$ cat config.mk
export PLATFORM = sky130hd
export DESIGN_NAME = bcd_top
export DESIGN_NICKNAME = d
export VERILOG_FILES = /design/src/bcd_pkg.sv /design/src/bcd_top.sv
export VERILOG_INCLUDE_DIRS = /design/src
export SDC_FILE = /design/constraint.sdc
export NUM_CORES = 1
export LEC_CHECK = 0
export ABC_AREA = 1
export BUFFER_PORTS_ARGS = -buffer_cell sky130_fd_sc_hd__clkbuf_2
export CAP_MARGIN = 20
export CORE_MARGIN = 1
export CORE_UTILIZATION = 49
export CTS_CLUSTER_SIZE = 25
export DETAILED_ROUTE_END_ITERATION = 10
export HOLD_SLACK_MARGIN = 0.05
export PLACE_DENSITY = 0.76
export SLEW_MARGIN = 20
export SYNTH_ARGS = -nofsm -noshare
export SYNTH_HDL_FRONTEND = slang
export SYNTH_SLANG_ARGS = --single-unit
$ cat constraint.sdc
create_clock -name ref_clk -period 1.13 [get_ports ref_clk]
set_input_delay 0.226 -clock ref_clk [delete_from_list [all_inputs] [get_ports ref_clk]]
set_output_delay 0.226 -clock ref_clk [all_outputs]
set_load 0.05 [all_outputs]
$ cat src/bcd_map.svh
`ifndef BCD_MAP_SVH
`define BCD_MAP_SVH
// ****************************************************************
// Register addresses on the parallel bus.
// ****************************************************************
`define BCD_ADDR_FLAGS 13'h1ff0
`define BCD_ADDR_ALARM_EN 13'h1ff6
`define BCD_ADDR_WATCHDOG 13'h1ff7
`define BCD_ADDR_CONTROL 13'h1ff8
`define BCD_ADDR_DAY 13'h1ffc
// ****************************************************************
// Field positions.
// ****************************************************************
`define BCD_BIT_BATT_LOW 4
`define BCD_BIT_FLAG_EN 7
`define BCD_BIT_BACKUP_EN 6
`define BCD_BIT_FREQ_TEST 6
`define BCD_BIT_W 7
`define BCD_BIT_R 6
// ****************************************************************
// Reset values.
// ****************************************************************
`define BCD_RST_WATCHDOG 8'h00
`define BCD_RST_BIT 1'b0
// ****************************************************************
// Timing.
// ****************************************************************
`define BCD_CLK_MHZ 20
`define BCD_SETTLE_NS 1000
`define BCD_SETTLE_CYC ((`BCD_SETTLE_NS * `BCD_CLK_MHZ + 999) / 1000)
`endif

$ cat src/bcd_pkg.sv
package bcd_pkg;
    // Watchdog register layout, top bit first.
    typedef struct packed {
        logic       watchdog_steering;
        logic [4:0] timeout_multiplier;
        logic [1:0] timeout_resolution;
    } bcd_watchdog_t;

    // Bits that the power transitions force.
    typedef struct packed {
        logic alarm_flag_enable;
        logic alarm_backup_enable;
        logic frequency_test_enable;
        logic write_hold;
        logic read_hold;
    } bcd_ctrl_t;

    typedef enum logic [2:0] {
        BCD_IDLE   = 3'b001,
        BCD_SETTLE = 3'b010,
        BCD_SAMPLE = 3'b100
    } bcd_state_t;
endpackage

$ cat src/bcd_top.sv
`timescale 1ns/10ps
`include "bcd_map.svh"
// Notes on behaviour
// RQ1 - Test battery at power-up and each day rollover while powered and oscillating.
// RQ2 - Battery-low flag, bit 4 of flags register, set when battery found low.
// RQ3 - Battery-low flag stays set until a later check passes.
// RQ4 - Battery checks happen only with main supply present, never on backup.
// RQ5 - Power-up clears steering, multiplier, resolution, alarm enables, access holds, test bit.
// RQ6 - After first power-up other control bits may be undefined.
// RQ7 - Later power-ups or reset leave other control bits unchanged.
// RQ8 - Power-down clears holds, test bit, watchdog; alarm enables keep their value.
// RQ9 - Watchdog register: steering on top, five-bit multiplier, two-bit resolution lowest.
// RQ10 - Alarm drives interrupt on backup only with both alarm enables set.
// RQ11 - Battery-low flag is read-only; writes and reads do not change it.
module bcd_top #(
    parameter int SETTLE_CYC = `BCD_SETTLE_CYC
) (
    // Clock and power-up reset.
    input wire logic ref_clk,
    input wire logic rst,
    // Power and oscillator status.
    input wire logic main_power_ok,
    input wire logic osc_running,
    input wire logic power_down,
    input wire logic day_rollover,
    // Battery comparator.
    input wire logic batt_below,
    output logic batt_test_en,
    // Alarm flag from the alarm logic.
    input wire logic alarm_flag,
    // Parallel bus.
    input wire logic [12:0] addr,
    input wire logic ce_n,
    input wire logic oe_n,
    input wire logic we_n,
    input wire logic [7:0] dq_i,
    output logic [7:0] dq_o,
    output logic dq_oe,
    // Open-drain interrupt pin.
    output logic irq_o,
    output logic irq_oe,
    // Control bits for the rest of the device.
    output bcd_pkg::bcd_watchdog_t watchdog,
    output bcd_pkg::bcd_ctrl_t ctrl,
    output logic battery_low_flag
);
    // ****************************************************************
    // Bus decode.
    // ****************************************************************
    wire bus_sel = ~ce_n & main_power_ok;
    wire bus_wr = bus_sel & ~we_n & ~power_down;
    wire hit_flags = (addr == `BCD_ADDR_FLAGS);
    wire hit_alarm = (addr == `BCD_ADDR_ALARM_EN);
    wire hit_wd = (addr == `BCD_ADDR_WATCHDOG);
    wire hit_ctl = (addr == `BCD_ADDR_CONTROL);
    wire hit_day = (addr == `BCD_ADDR_DAY);
    wire hit_any = hit_flags | hit_alarm | hit_wd | hit_ctl | hit_day;
    wire wr_alarm = bus_wr & hit_alarm;
    wire wr_wd = bus_wr & hit_wd;
    wire wr_ctl = bus_wr & hit_ctl;
    wire wr_day = bus_wr & hit_day;

    // ****************************************************************
    // Forced control bits.
    // ****************************************************************
    bcd_pkg::bcd_watchdog_t wd_ff;
    bcd_pkg::bcd_watchdog_t nxt_wd;
    bcd_pkg::bcd_ctrl_t ctl_ff;
    bcd_pkg::bcd_ctrl_t nxt_ctl;
    logic [5:0] cal_ff;
    logic [5:0] day_low_ff;

    always_comb begin
        nxt_wd = wd_ff;
        nxt_ctl = ctl_ff;
        if (wr_wd) begin
            nxt_wd = bcd_pkg::bcd_watchdog_t'(dq_i); // [RQ9]
        end
        if (wr_alarm) begin
            nxt_ctl.alarm_flag_enable = dq_i[`BCD_BIT_FLAG_EN];
            nxt_ctl.alarm_backup_enable = dq_i[`BCD_BIT_BACKUP_EN];
        end
        if (wr_ctl) begin
            nxt_ctl.write_hold = dq_i[`BCD_BIT_W];
            nxt_ctl.read_hold = dq_i[`BCD_BIT_R];
        end
        if (wr_day) begin
            nxt_ctl.frequency_test_enable = dq_i[`BCD_BIT_FREQ_TEST];
        end
        if (power_down) begin
            // Alarm enables are left as they were so a backup alarm can still wake the system.
            nxt_wd = bcd_pkg::bcd_watchdog_t'(`BCD_RST_WATCHDOG); // [RQ8]
            nxt_ctl.frequency_test_enable = `BCD_RST_BIT; // [RQ8]
            nxt_ctl.write_hold = `BCD_RST_BIT; // [RQ8]
            nxt_ctl.read_hold = `BCD_RST_BIT; // [RQ8]
        end
    end

    always_ff @(posedge ref_clk or posedge rst) begin
        if (rst) begin
            wd_ff <= bcd_pkg::bcd_watchdog_t'(`BCD_RST_WATCHDOG); // [RQ5]
            ctl_ff <= '0; // [RQ5]
        end else begin
            wd_ff <= nxt_wd;
            ctl_ff <= nxt_ctl;
        end
    end

    // Other control bits have no reset so they survive power-up and reset.
    always_ff @(posedge ref_clk) begin
        if (wr_ctl) begin
            cal_ff <= dq_i[5:0]; // [RQ7] [RQ6]
        end
        if (wr_day) begin
            day_low_ff <= dq_i[5:0]; // [RQ7]
        end
    end

    // ****************************************************************
    // Battery check sequencer.
    // ****************************************************************
    bcd_pkg::bcd_state_t state_ff;
    bcd_pkg::bcd_state_t nxt_state;
    logic [15:0] cnt_ff;
    logic pend_ff;
    logic batt_low_ff;
    wire can_check = main_power_ok & osc_running;
    wire settle_done = (cnt_ff == 16'(SETTLE_CYC - 1));

    always_comb begin
        nxt_state = state_ff;
        case (state_ff)
            bcd_pkg::BCD_IDLE: begin
                if (can_check & (pend_ff | day_rollover)) begin
                    nxt_state = bcd_pkg::BCD_SETTLE; // [RQ1]
                end
            end
            bcd_pkg::BCD_SETTLE: begin
                if (settle_done) begin
                    nxt_state = bcd_pkg::BCD_SAMPLE;
                end
            end
            bcd_pkg::BCD_SAMPLE: nxt_state = bcd_pkg::BCD_IDLE;
            default: nxt_state = bcd_pkg::BCD_IDLE;
        endcase
        if (!can_check) begin
            nxt_state = bcd_pkg::BCD_IDLE; // [RQ4]
        end
    end

    always_ff @(posedge ref_clk or posedge rst) begin
        if (rst) begin
            state_ff <= bcd_pkg::BCD_IDLE;
        end else begin
            state_ff <= nxt_state;
        end
    end

    always_ff @(posedge ref_clk or posedge rst) begin
        if (rst) begin
            cnt_ff <= 16'h0000;
        end else if (state_ff == bcd_pkg::BCD_SETTLE) begin
            cnt_ff <= cnt_ff + 16'h0001;
        end else begin
            cnt_ff <= 16'h0000;
        end
    end

    // The power-up check waits here until supply and oscillator are both good.
    always_ff @(posedge ref_clk or posedge rst) begin
        if (rst) begin
            pend_ff <= 1'b1; // [RQ1]
        end else if (state_ff == bcd_pkg::BCD_SAMPLE) begin
            pend_ff <= 1'b0;
        end
    end

    // Only reset and a completed check change the flag; bus traffic never does.
    always_ff @(posedge ref_clk or posedge rst) begin
        if (rst) begin
            batt_low_ff <= 1'b0;
        end else if (state_ff == bcd_pkg::BCD_SAMPLE) begin
            batt_low_ff <= batt_below; // [RQ2] [RQ3] [RQ11]
        end
    end

    assign batt_test_en = (state_ff != bcd_pkg::BCD_IDLE) & can_check; // [RQ4]

    // ****************************************************************
    // Read data and pins.
    // ****************************************************************
    logic [7:0] rd_ff;
    wire [7:0] rd_mux = hit_flags ? {3'b000, batt_low_ff, 4'h0} :
                        hit_alarm ? {ctl_ff.alarm_flag_enable, ctl_ff.alarm_backup_enable, 6'h00} :
                        hit_wd ? wd_ff :
                        hit_ctl ? {ctl_ff.write_hold, ctl_ff.read_hold, cal_ff} :
                        hit_day ? {1'b0, ctl_ff.frequency_test_enable, day_low_ff} : 8'h00;

    always_ff @(posedge ref_clk or posedge rst) begin
        if (rst) begin
            rd_ff <= 8'h00;
        end else begin
            rd_ff <= rd_mux;
        end
    end

    assign dq_o = rd_ff;
    assign dq_oe = bus_sel & ~oe_n & we_n & hit_any;
    assign irq_o = 1'b0;
    assign irq_oe = alarm_flag & ctl_ff.alarm_flag_enable
                  & (main_power_ok | ctl_ff.alarm_backup_enable); // [RQ10]
    assign watchdog = wd_ff;
    assign ctrl = ctl_ff;
    assign battery_low_flag = batt_low_ff;

    // ****************************************************************
    // Checks.
    // ****************************************************************
    property p_low_set;
        @(posedge ref_clk) disable iff (rst)
        (state_ff == bcd_pkg::BCD_SAMPLE) && batt_below |=> batt_low_ff;
    endproperty
    a_low_set: assert property (p_low_set) else $error("battery low not flagged"); // [RQ2]

    property p_low_pass;
        @(posedge ref_clk) disable iff (rst)
        (state_ff == bcd_pkg::BCD_SAMPLE) && !batt_below |=> !batt_low_ff;
    endproperty
    a_low_pass: assert property (p_low_pass) else $error("passing check left flag set"); // [RQ3]

    property p_low_hold;
        @(posedge ref_clk) disable iff (rst)
        (state_ff != bcd_pkg::BCD_SAMPLE) |=> $stable(batt_low_ff);
    endproperty
    a_low_hold: assert property (p_low_hold) else $error("flag changed without a check"); // [RQ11]

    property p_backup_idle;
        @(posedge ref_clk) disable iff (rst)
        !main_power_ok |-> !batt_test_en ##1 (state_ff == bcd_pkg::BCD_IDLE);
    endproperty
    a_backup_idle: assert property (p_backup_idle) else $error("check ran on backup"); // [RQ4]

    property p_rollover;
        @(posedge ref_clk) disable iff (rst)
        (state_ff == bcd_pkg::BCD_IDLE) && day_rollover && can_check
        |=> (state_ff == bcd_pkg::BCD_SETTLE) ##[1:40] (state_ff == bcd_pkg::BCD_SAMPLE) || !can_check;
    endproperty
    a_rollover: assert property (p_rollover) else $error("rollover check not run"); // [RQ1]

    property p_pd_clear;
        @(posedge ref_clk) disable iff (rst)
        power_down |=> (wd_ff == 8'h00) && !ctl_ff.frequency_test_enable && !ctl_ff.write_hold && !ctl_ff.read_hold;
    endproperty
    a_pd_clear: assert property (p_pd_clear) else $error("power-down did not clear bits"); // [RQ8]

    property p_pd_keep;
        @(posedge ref_clk) disable iff (rst)
        power_down && !wr_alarm |=> $stable(ctl_ff.alarm_flag_enable) && $stable(ctl_ff.alarm_backup_enable);
    endproperty
    a_pd_keep: assert property (p_pd_keep) else $error("power-down lost alarm enables"); // [RQ8]

    property p_wd_layout;
        @(posedge ref_clk) disable iff (rst)
        wr_wd && !power_down |=> watchdog.watchdog_steering == $past(dq_i[7])
            && watchdog.timeout_multiplier == $past(dq_i[6:2]) && watchdog.timeout_resolution == $past(dq_i[1:0]);
    endproperty
    a_wd_layout: assert property (p_wd_layout) else $error("watchdog fields misplaced"); // [RQ9]

    property p_irq_backup;
        @(posedge ref_clk) disable iff (rst)
        irq_oe && !main_power_ok |-> ctl_ff.alarm_backup_enable && ctl_ff.alarm_flag_enable && alarm_flag;
    endproperty
    a_irq_backup: assert property (p_irq_backup) else $error("backup interrupt without enables"); // [RQ10]
endmodule

## Yosys cells after proc, flatten, opt, wreduce, memory -nomap -nowiden

Index checks and enable logic that the tools add are counted.

- Output and inout port bits: 26
- Bits of input ports: 32
- Word-level logic and storage cells: 72
- Flip-flop bits (word level): 54

- Add/subtract/negate cells: 1
- Eq/ne operators: 12
- Multiplexer cells: 15
- Bitwise logic cells: 25
- Reduce and logical (&&, ||, !) cells: 4

Operators by type and width:

| cell | number |
|---|---|
| $eq A13 B13 Y1 const B | 5 |
| $mux W8 | 6 |
| $add A16 B1 Y16 const B | 1 |
| $eq A16 B5 Y1 const B | 1 |
| $mux W16 | 1 |
| $and A1 B1 Y1 | 15 |
| $mux W3 | 4 |
| $mux W7 | 1 |
| $ne A3 B3 Y1 const B | 2 |
| $or A1 B1 Y1 | 6 |
| $pmux W3 S2 | 1 |
| $reduce_bool A2 Y1 | 3 |
| $not A1 Y1 | 4 |
| $eq A3 B1 Y1 const B | 1 |
| $eq A3 B2 Y1 const B | 1 |
| $eq A3 B3 Y1 const B | 1 |
| $ne A3 B1 Y1 const B | 1 |
| $mux W2 | 1 |
| $reduce_and A2 Y1 | 1 |
| $mux W1 | 1 |

## Depth between registers and ports, before layout

Gate-level depths: netlist of run 1.

- Word-level depth: 7
- Depth in mapped cells: 9
- Gate-level depth less buffers: 9

## Worst setup path after synthesis of run 1

OpenSTA, ideal clock, no wires.

- Path kind: input to output
- Start: input port addr[5]
- End: output port dq_oe
- Slack: -0.656 ns
- Required time: 0.904 ns
- Arrival time: 1.560 ns
- Cell stages on the path: 8
- Cells stage by stage: nand2_1 > nor2_4 > inv_2 > nor2_4 > nand2_1 > nand2_2 > nor2_1 > nor2_1

- Cells in the longest elaborated chain, start to end: 6
- Elaborated cells on any way between the ends: 10
- Classes of those cells: eq/ne (5); bitwise (5)

Ends and longest elaborated chain:

| item | RTL line | RTL |
|---|---|---|
| start: declaration | bcd_top.sv:32 | `input wire logic [12:0] addr,` |
| $eq A13 B13 Y1 (no line) | - |  |
| $or A1 B1 Y1 (3 in a row) | bcd_top.sv:57 | `wire hit_any = hit_flags \| hit_alarm \| hit_wd \| hit_ctl \| hit_day;` |
| $or A1 B1 Y1 * | bcd_top.sv:57 |  |
| $and A1 B1 Y1 * | bcd_top.sv:208 | `assign dq_oe = bus_sel & ~oe_n & we_n & hit_any;` |
| end: declaration | bcd_top.sv:38 | `output logic dq_oe,` |

Mark *: on every way between the ends. The rest lies on a longest branch, timed or not.

## Worst setup path after layout of run 1

- Start: input port addr[3]
- End: output port dq_oe

Same word-level chain as after synthesis.

==> results of run 1 <==
==> synthesized netlist by cell type <==
cell type / count / area, um^2
o2111ai_1: 1 / 8.76
o21ai_0: 12 / 60.1
nand2_4: 1 / 11.3
nor2_2: 2 / 12.5
nand2_1: 59 / 221
buf_2: 2 / 10.0
inv_1: 45 / 169
edfxtp_1: 12 / 360
clkbuf_1: 2 / 7.51
nand2_2: 3 / 18.8
xor2_1: 5 / 43.8
conb_1: 1 / 3.75
nor2_4: 3 / 33.8
nor3_1: 8 / 40.0
buf_4: 2 / 15.0
dfrtp_1: 40 / 1000
buf_6: 1 / 11.3
nand4_1: 11 / 68.8
dfstp_2: 2 / 52.6
nor3b_1: 1 / 7.51
nor2_1: 49 / 184
o211a_1: 1 / 10.0
mux2_2: 1 / 11.3
nand3_1: 41 / 205
clkinv_2: 1 / 5.00
a21oi_1: 7 / 35.0
nand3_2: 2 / 20.0
nor3_2: 4 / 40.0
o211ai_1: 1 / 7.51
o21ai_1: 3 / 15.0
xnor2_1: 1 / 8.76
inv_2: 2 / 7.51
a21boi_0: 2 / 15.0
ha_1: 1 / 12.5
==> critical path: cells and delay by family <==
family / cells / cell delay (ns)
buffers and inverters: 3 / 0.37
AND/OR/NAND/NOR: 6 / 0.68
==> how the worst min path moves through the flow <==
stage / start / to / slack (ns) / cells past startpoint
after floorplan: rst / battery_low_flag / 0.22 / 1
after global placement: rst / dq_o[0] / 0.28 / 3
after detailed placement: rst / cnt_ff[2] / 0.28 / 3
after CTS: dq_i[2] / cal_ff[2] / 0.12 / 1
after global routing: dq_i[2] / cal_ff[2] / 0.12 / 1
final: dq_i[2] / cal_ff[2] / 0.13 / 1
==> stage by stage <==
| stage | power, W | instances | cell area (um^2) | utilization [%] |
|---|---|---|---|---|
| 6_report | 0.00378 | 543 | 4650 | 88.7 |
| 5_1_grt | 0.00387 | 543 | 4650 | 88.7 |
| 4_1_cts | 0.00369 | 532 | 4300 | 82.0 |
| 3_5_place_dp | 0.00235 | 491 | 3520 | 67.2 |
| 3_3_place_gp | 0.00234 | 491 | 3520 | 67.2 |
| 2_1_floorplan | 0.00219 | 329 | 2860 | - |
==> sequential cells by signal, indices dropped and copies added, names as in the netlist, 3 cells and up <==
register / cells
cal_ff: 6
cnt_ff: 16
ctrl: 5
day_low_ff: 6
dq_o: 8
state_ff: 3
watchdog: 8
==> per-layer routing <==
| layer | GRT usage [%] | share of wire, % |
|---|---|---|
| met2 | 53.0 | 56 |
| met3 | 4.64 | 7.3 |
| met1 | 34.8 | 35 |
| met5 | 0 | 0 |
| met4 | 7.88 | 2.4 |
==> kinds of logic (layout without fill, tap and decap cells) <==
kind of cell	Yosys count	after routing	synth area share (%)
AOI/OAI and AO/OA	27	27	5.54
xor gates and xnor gates	6	6	1.92
other	1	1	0.137
muxes	1	1	0.412
and+or+nand+nor	184	184	31.6
buffers and inverters	55	199	8.24
DFF	54	54	51.7
adders and majority gates	1	1	0.458
==> timing repair <==
item	in CTS	in global routing
resized for setup	100	100
buffers inserted	31	12
endpoints found under the hold margin	40	0
cloned	1	0
pin swaps	24	30
hold buffers	1	0
endpoints found under the setup margin	49	76
==> area by class of cell <==
| type | count | area [um^2] |
|---|---|---|
| Tap cell | 70 | 87.6 |
| Clock inverter | 3 | 43.8 |
| Fill cell | 228 | 589 |
| Clock buffer | 5 | 68.8 |
| Inverter | 48 | 203 |
| Multi-Input combinational cell | 220 | 1520 |
| Sequential cell | 54 | 1420 |
| Timing Repair Buffer | 142 | 1300 |
| Timing Repair inverter | 1 | 7.51 |
==> power by group <==
part	total [W]	internal [W]	switching, W	leakage (nW)
registers	0.00201	0.00200	0.0000109	0.678
logic	0.000431	0.000181	0.000250	1.54
clock network	0.00134	0.000666	0.000672	0.0585
==> results by group, run 1 <==
Finish
  – Final Net Count: 505
  – Most frequent cells in the layout: 68 x buf_4, 41 x nand2_1, 38 x nor2_1
  – ANT cells: 0
  – Area delta synth->final: 70.0%
  – Most common cell after layout, fill and taps aside: buf_4
  – Fraction of layout cells with a size suffix above 1: 53.7%

Worst setup path
  – Crit Path Category: input port to output port
  – CP Cell Sequence: clkbuf_16 -> clkinvlp_4 -> nand2_4 -> nor3_4 -> nand2_2 -> nand2_4 -> nor2_4 -> nor2_4 -> buf_8
  – Crit path capture type: output port
  – Crit path launch type: input port
  – CP Capture Point: dq_oe
  – Largest stage delay on the critical path: 0.23 ns
  – Path depth of the worst reg2reg path: 6
  – CP startpoint: addr[3]
  – Crit path arrival time: 1.28 ns
  – CP Max Fanout: 3
  – CP max stage cell: nor3_4
  – Reg-to-reg critical path startpoint: cnt_ff[0]
  – Reg2Reg Setup Slack: -0.22 ns
  – R2r endpoint: cnt_ff[14]
  – Worst EP required: 0.90 ns

Clock network
  – TritonCTS clock tree: built
  – Clock transition at path regs: 0.10 ns
  – CTS max path bufs: 2
  – # H-tree levels: 2
  – Insertion delay to the later sink of the worst-skew pair: 0.30 ns
  – CTS Root Cell: clkbuf_8
  – # clock sinks: 54
  – Total CTS buffers: 5

Power
  – Pwr dens: 813 mW/mm^2
  – Leak pwr: 2.28 nW
  – Maximum VDD drop: 0.000581 V

Synth
  – Syn Nets: 362
  – Sequential cell area fraction in the yosys report: 51.7%
  – Avg Cell Area, Syn: 8.31 um^2
  – Yosys cell types: 34
  – FF+latch count, synth: 54
  – Yosys warning count: 0
  – Cell Area, Synth: 0.00273 mm^2
  – Syn Inst Count: 329

Run status
  – Status: finished, violations left
  – Failing checks: setup timing

Routing
  – Avg Vias per Cell: 5.59
  – Iteration-0 DRC Markers: 218
  – Wire length per cell: 17.7 um
  – WL final: 9.63 mm
  – DRT Pass-1 Iters: 5
  – Routed Antenna Nets: 0
  – Drt drc: 0
  – Vias: 3,034

STA
  – Clock skew: 0.00577 ns
  – Min Tclk post-route: 1.51 ns
  – Total negative slack: -5.23 ns
  – Final setup fails: 54
  – Hold slack: 0.134 ns
  – RSZ-0062 raised after global routing: true
  – Fmax: 663 MHz
  – Hold violation count in the final report: 0
  – Final Cycle Share: 133%
  – Fin. max-slew vios: 0
  – Worst setup margin: -0.378 ns

Floorplanning
  – Top-level I/O count: 58
  – Starting Density: 52.2%
  – Die Height: 76.7 um
  – Rows: 26
  – Die ar.: 0.00588 mm^2
  – Core box area: 0.00524 mm^2
  – Die width: 76.7 um

Global routing
  – GRT Util Overall: 28.9%
  – Pin count of the biggest net entering global routing: 43
  – First-pass GRT wire length: 13.2 mm
  – Total gr overflow: 0
  – Initial antenna violation count: 0
  – Number of global-route vias before repair: 2,842

Worst hold path
  – Min-delay worst type: input port to flip-flop

Place
  – Port bufs: 56
  – Place WS: -0.450 ns
  – HPWL Detailed: 5.01 mm
  – GP Congestion: 0.976

Flow run
  – Max cap viols: 0
No activity file was read; power rests on OpenSTA's default activity.
==> run 2: changes to the inputs <==
--- a/config.mk
+++ b/config.mk
@@ -10,11 +10,11 @@
 export BUFFER_PORTS_ARGS = -buffer_cell sky130_fd_sc_hd__clkbuf_2
 export CAP_MARGIN = 20
 export CORE_MARGIN = 1
-export CORE_UTILIZATION = 49
+export CORE_UTILIZATION = 54
 export CTS_CLUSTER_SIZE = 25
 export DETAILED_ROUTE_END_ITERATION = 10
 export HOLD_SLACK_MARGIN = 0.05
-export PLACE_DENSITY = 0.76
+export PLACE_DENSITY = 0.79
 export SLEW_MARGIN = 20
 export SYNTH_ARGS = -nofsm -noshare
 export SYNTH_HDL_FRONTEND = slang
==> constraint.sdc (replaced) <==
create_clock -name ref_clk -period 1.48 [get_ports ref_clk]
set_input_delay 0.296 -clock ref_clk [delete_from_list [all_inputs] [get_ports ref_clk]]
set_output_delay 0.296 -clock ref_clk [all_outputs]
set_load 0.05 [all_outputs]
==> run 2 against run 1 <==
The flow still finishes with violations (setup timing). Sequential share of layout area up 8.0 points. Clock skew up 0.00072 ns. Global-route usage down 0.30 points. Count of clock-buffer cells in the layout unchanged. Via count down 13%. Design area down 21%. Sequential power down 24%.
==> results by group, run 2 (synthesized netlist as in run 1, its figures left out) <==
Run status
  – Status: finished, violations left
  – Failing checks: setup timing

Worst setup path
  – Path depth of the worst reg2reg path: 6
  – Crit path launch type: input port
  – Critical path buffers and inverters: 2
  – Worst EP required: 1.18 ns
  – CP Cell Sequence: buf_6 -> nand2_2 -> nor2_2 -> nand2_2 -> nor2_4 -> nand3_2 -> nand2_2 -> nor2_4 -> nor2_4 -> buf_8
  – Delay-heaviest family, CP: simple AND/OR/NAND/NOR gates
  – Crit Path Category: input port to output port
  – Critical Path Stages: 10
  – Crit path arrival time: 1.31 ns
  – CP Max Fanout: 4
  – CP max stage cell: nor2_4
  – Largest stage delay on the critical path: 0.18 ns
  – Crit path capture type: output port

Finish
  – Final Net Count: 463
  – Most frequent cells in the layout: 51 x nand2_1, 49 x clkbuf_2, 45 x nor2_1
  – Most common cell after layout, fill and taps aside: nand2_1
  – Biggest register: cnt_ff
  – ANT cells: 0
  – Fraction of layout cells with a size suffix above 1: 35.5%
  – Area delta synth->final: 34.2%
  – Max FFs per register: 16

Clock network
  – CTS max path bufs: 2
  – # clock sinks: 54
  – CTS Root Cell: clkbuf_8
  – TritonCTS clock tree: built
  – # H-tree levels: 2
  – Insertion delay to the later sink of the worst-skew pair: 0.31 ns
  – Clock transition at path regs: 0.10 ns
  – Total CTS buffers: 5

Place
  – GP Congestion: 0.977
  – HPWL Detailed: 5.04 mm
  – Port bufs: 56

Routing
  – Avg Vias per Cell: 5.28
  – Wire length per cell: 14.2 um
  – WL final: 7.09 mm
  – Iteration-0 DRC Markers: 125
  – Vias: 2,629
  – DRT Pass-1 Iters: 5
  – Drt drc: 0
  – Routed Antenna Nets: 0

Floorplanning
  – Core box area: 0.00479 mm^2
  – Starting Density: 57.1%
  – Die Height: 73.2 um
  – Rows: 25
  – Die ar.: 0.00535 mm^2
  – Die width: 73.2 um
  – Top-level I/O count: 58

Global routing
  – Number of global-route vias before repair: 2,568
  – Pin count of the biggest net entering global routing: 43
  – Total gr overflow: 0
  – Initial antenna violation count: 0
  – GRT Util Overall: 28.6%
  – First-pass GRT wire length: 11.5 mm

STA
  – Fmax: 623 MHz
  – Fin. max-slew vios: 0
  – Min Tclk post-route: 1.60 ns
  – Final setup fails: 2
  – Clock skew: 0.00649 ns
  – Worst setup margin: -0.125 ns
  – RSZ-0062 raised after global routing: true
  – Total negative slack: -0.132 ns
  – Final Cycle Share: 108%
  – Hold violation count in the final report: 0

Power
  – Pwr dens: 715 mW/mm^2
  – Maximum VDD drop: 0.000537 V
  – Leak pwr: 1.88 nW
  – Power, Total: 0.00262 W

Worst hold path
  – Min-delay worst type: input port to flip-flop
  – Cells on Worst Hold Path: 1

Flow run
  – Max cap viols: 0
[run 2: changes by cell type in the layout (fill, tap and decap cells not counted), moves of 7 or more]
| cell | change |
|---|---|
| buf_4 | -25 |
| clkbuf_2 | +25 |
| buf_6 | -21 |
| buf_8 | -17 |
| inv_1 | +14 |
| inv_2 | -10 |
| nand2_1 | +10 |
| o21ai_0 | +8 |
| nand2_2 | -7 |
| nand3_4 | -7 |
| nor2_1 | +7 |
[run 2: through the flow]
step	util [%]	cell area, um^2	hold slack, ns	setup slack [ns]	cells
floorplan	-	2810	0.395	0.00129	329
global placement	70.4	3370	0.352	-0.176	475
detailed placement	70.4	3370	0.355	-0.218	475
CTS	75.2	3600	0.184	-0.101	496
global route	76.7	3670	0.173	-0.204	498
finish	76.7	3670	0.191	-0.125	498
[run 2: worst reg2reg max path: cells and delay by family, from the launching register on]
kind	cells	cell delay (ns)
XOR/XNOR	1	0.15
adder cells (fa/ha/maj)	1	0.20
flip-flops	1	0.40
AND/OR/NAND/NOR	4	0.50
[run 2: final cells by class]
| type | count | area (um^2) |
|---|---|---|
| clock buffer | 5 | 68.8 |
| fill | 335 | 1120 |
| clock inverter | 3 | 21.3 |
| tap | 67 | 83.8 |
| inverter | 48 | 188 |
| multi-input combinational | 220 | 1210 |
| sequential | 54 | 1410 |
| timing repair buffer | 101 | 681 |
[run 2: metal layers]
layer	vias to the layer above	GRT usage, %	part of all wire, %
met5	-	0	0
met4	0	10.9	1.6
met3	12	5.39	4.8
met2	92	52.1	55
met1	1254	33.2	39
li1	1271	-	-
[run 2: final timing paths]
check                           from       endpoint  slack, ns
setup / recovery            addr[10]          dq_oe      -0.12
hold / removal               dq_i[3]  day_low_ff[3]       0.19
setup reg to reg           cnt_ff[0]     cnt_ff[14]       0.11
hold reg to reg              pend_ff        pend_ff       0.46
max in group asynchronous        rst    state_ff[0]       0.65
min in group asynchronous        rst    state_ff[1]       0.58
[run 2: timing repair]
action                                 4_1_cts  5_1_grt
setup endpoints to repair                    2        5
gates resized for setup                      9       18
endpoints found under the hold margin       40        0
setup buffers                               12        2
pin swaps                                   12       17
hold buffers                                 1        0
[run 2: report_power, final]
part           internal [W]  switching (W)  leakage [nW]
combinational      0.000107       0.000153          1.15
sequential          0.00153     0.00000458         0.687
clock              0.000334       0.000495        0.0458
total               0.00197       0.000653          1.88
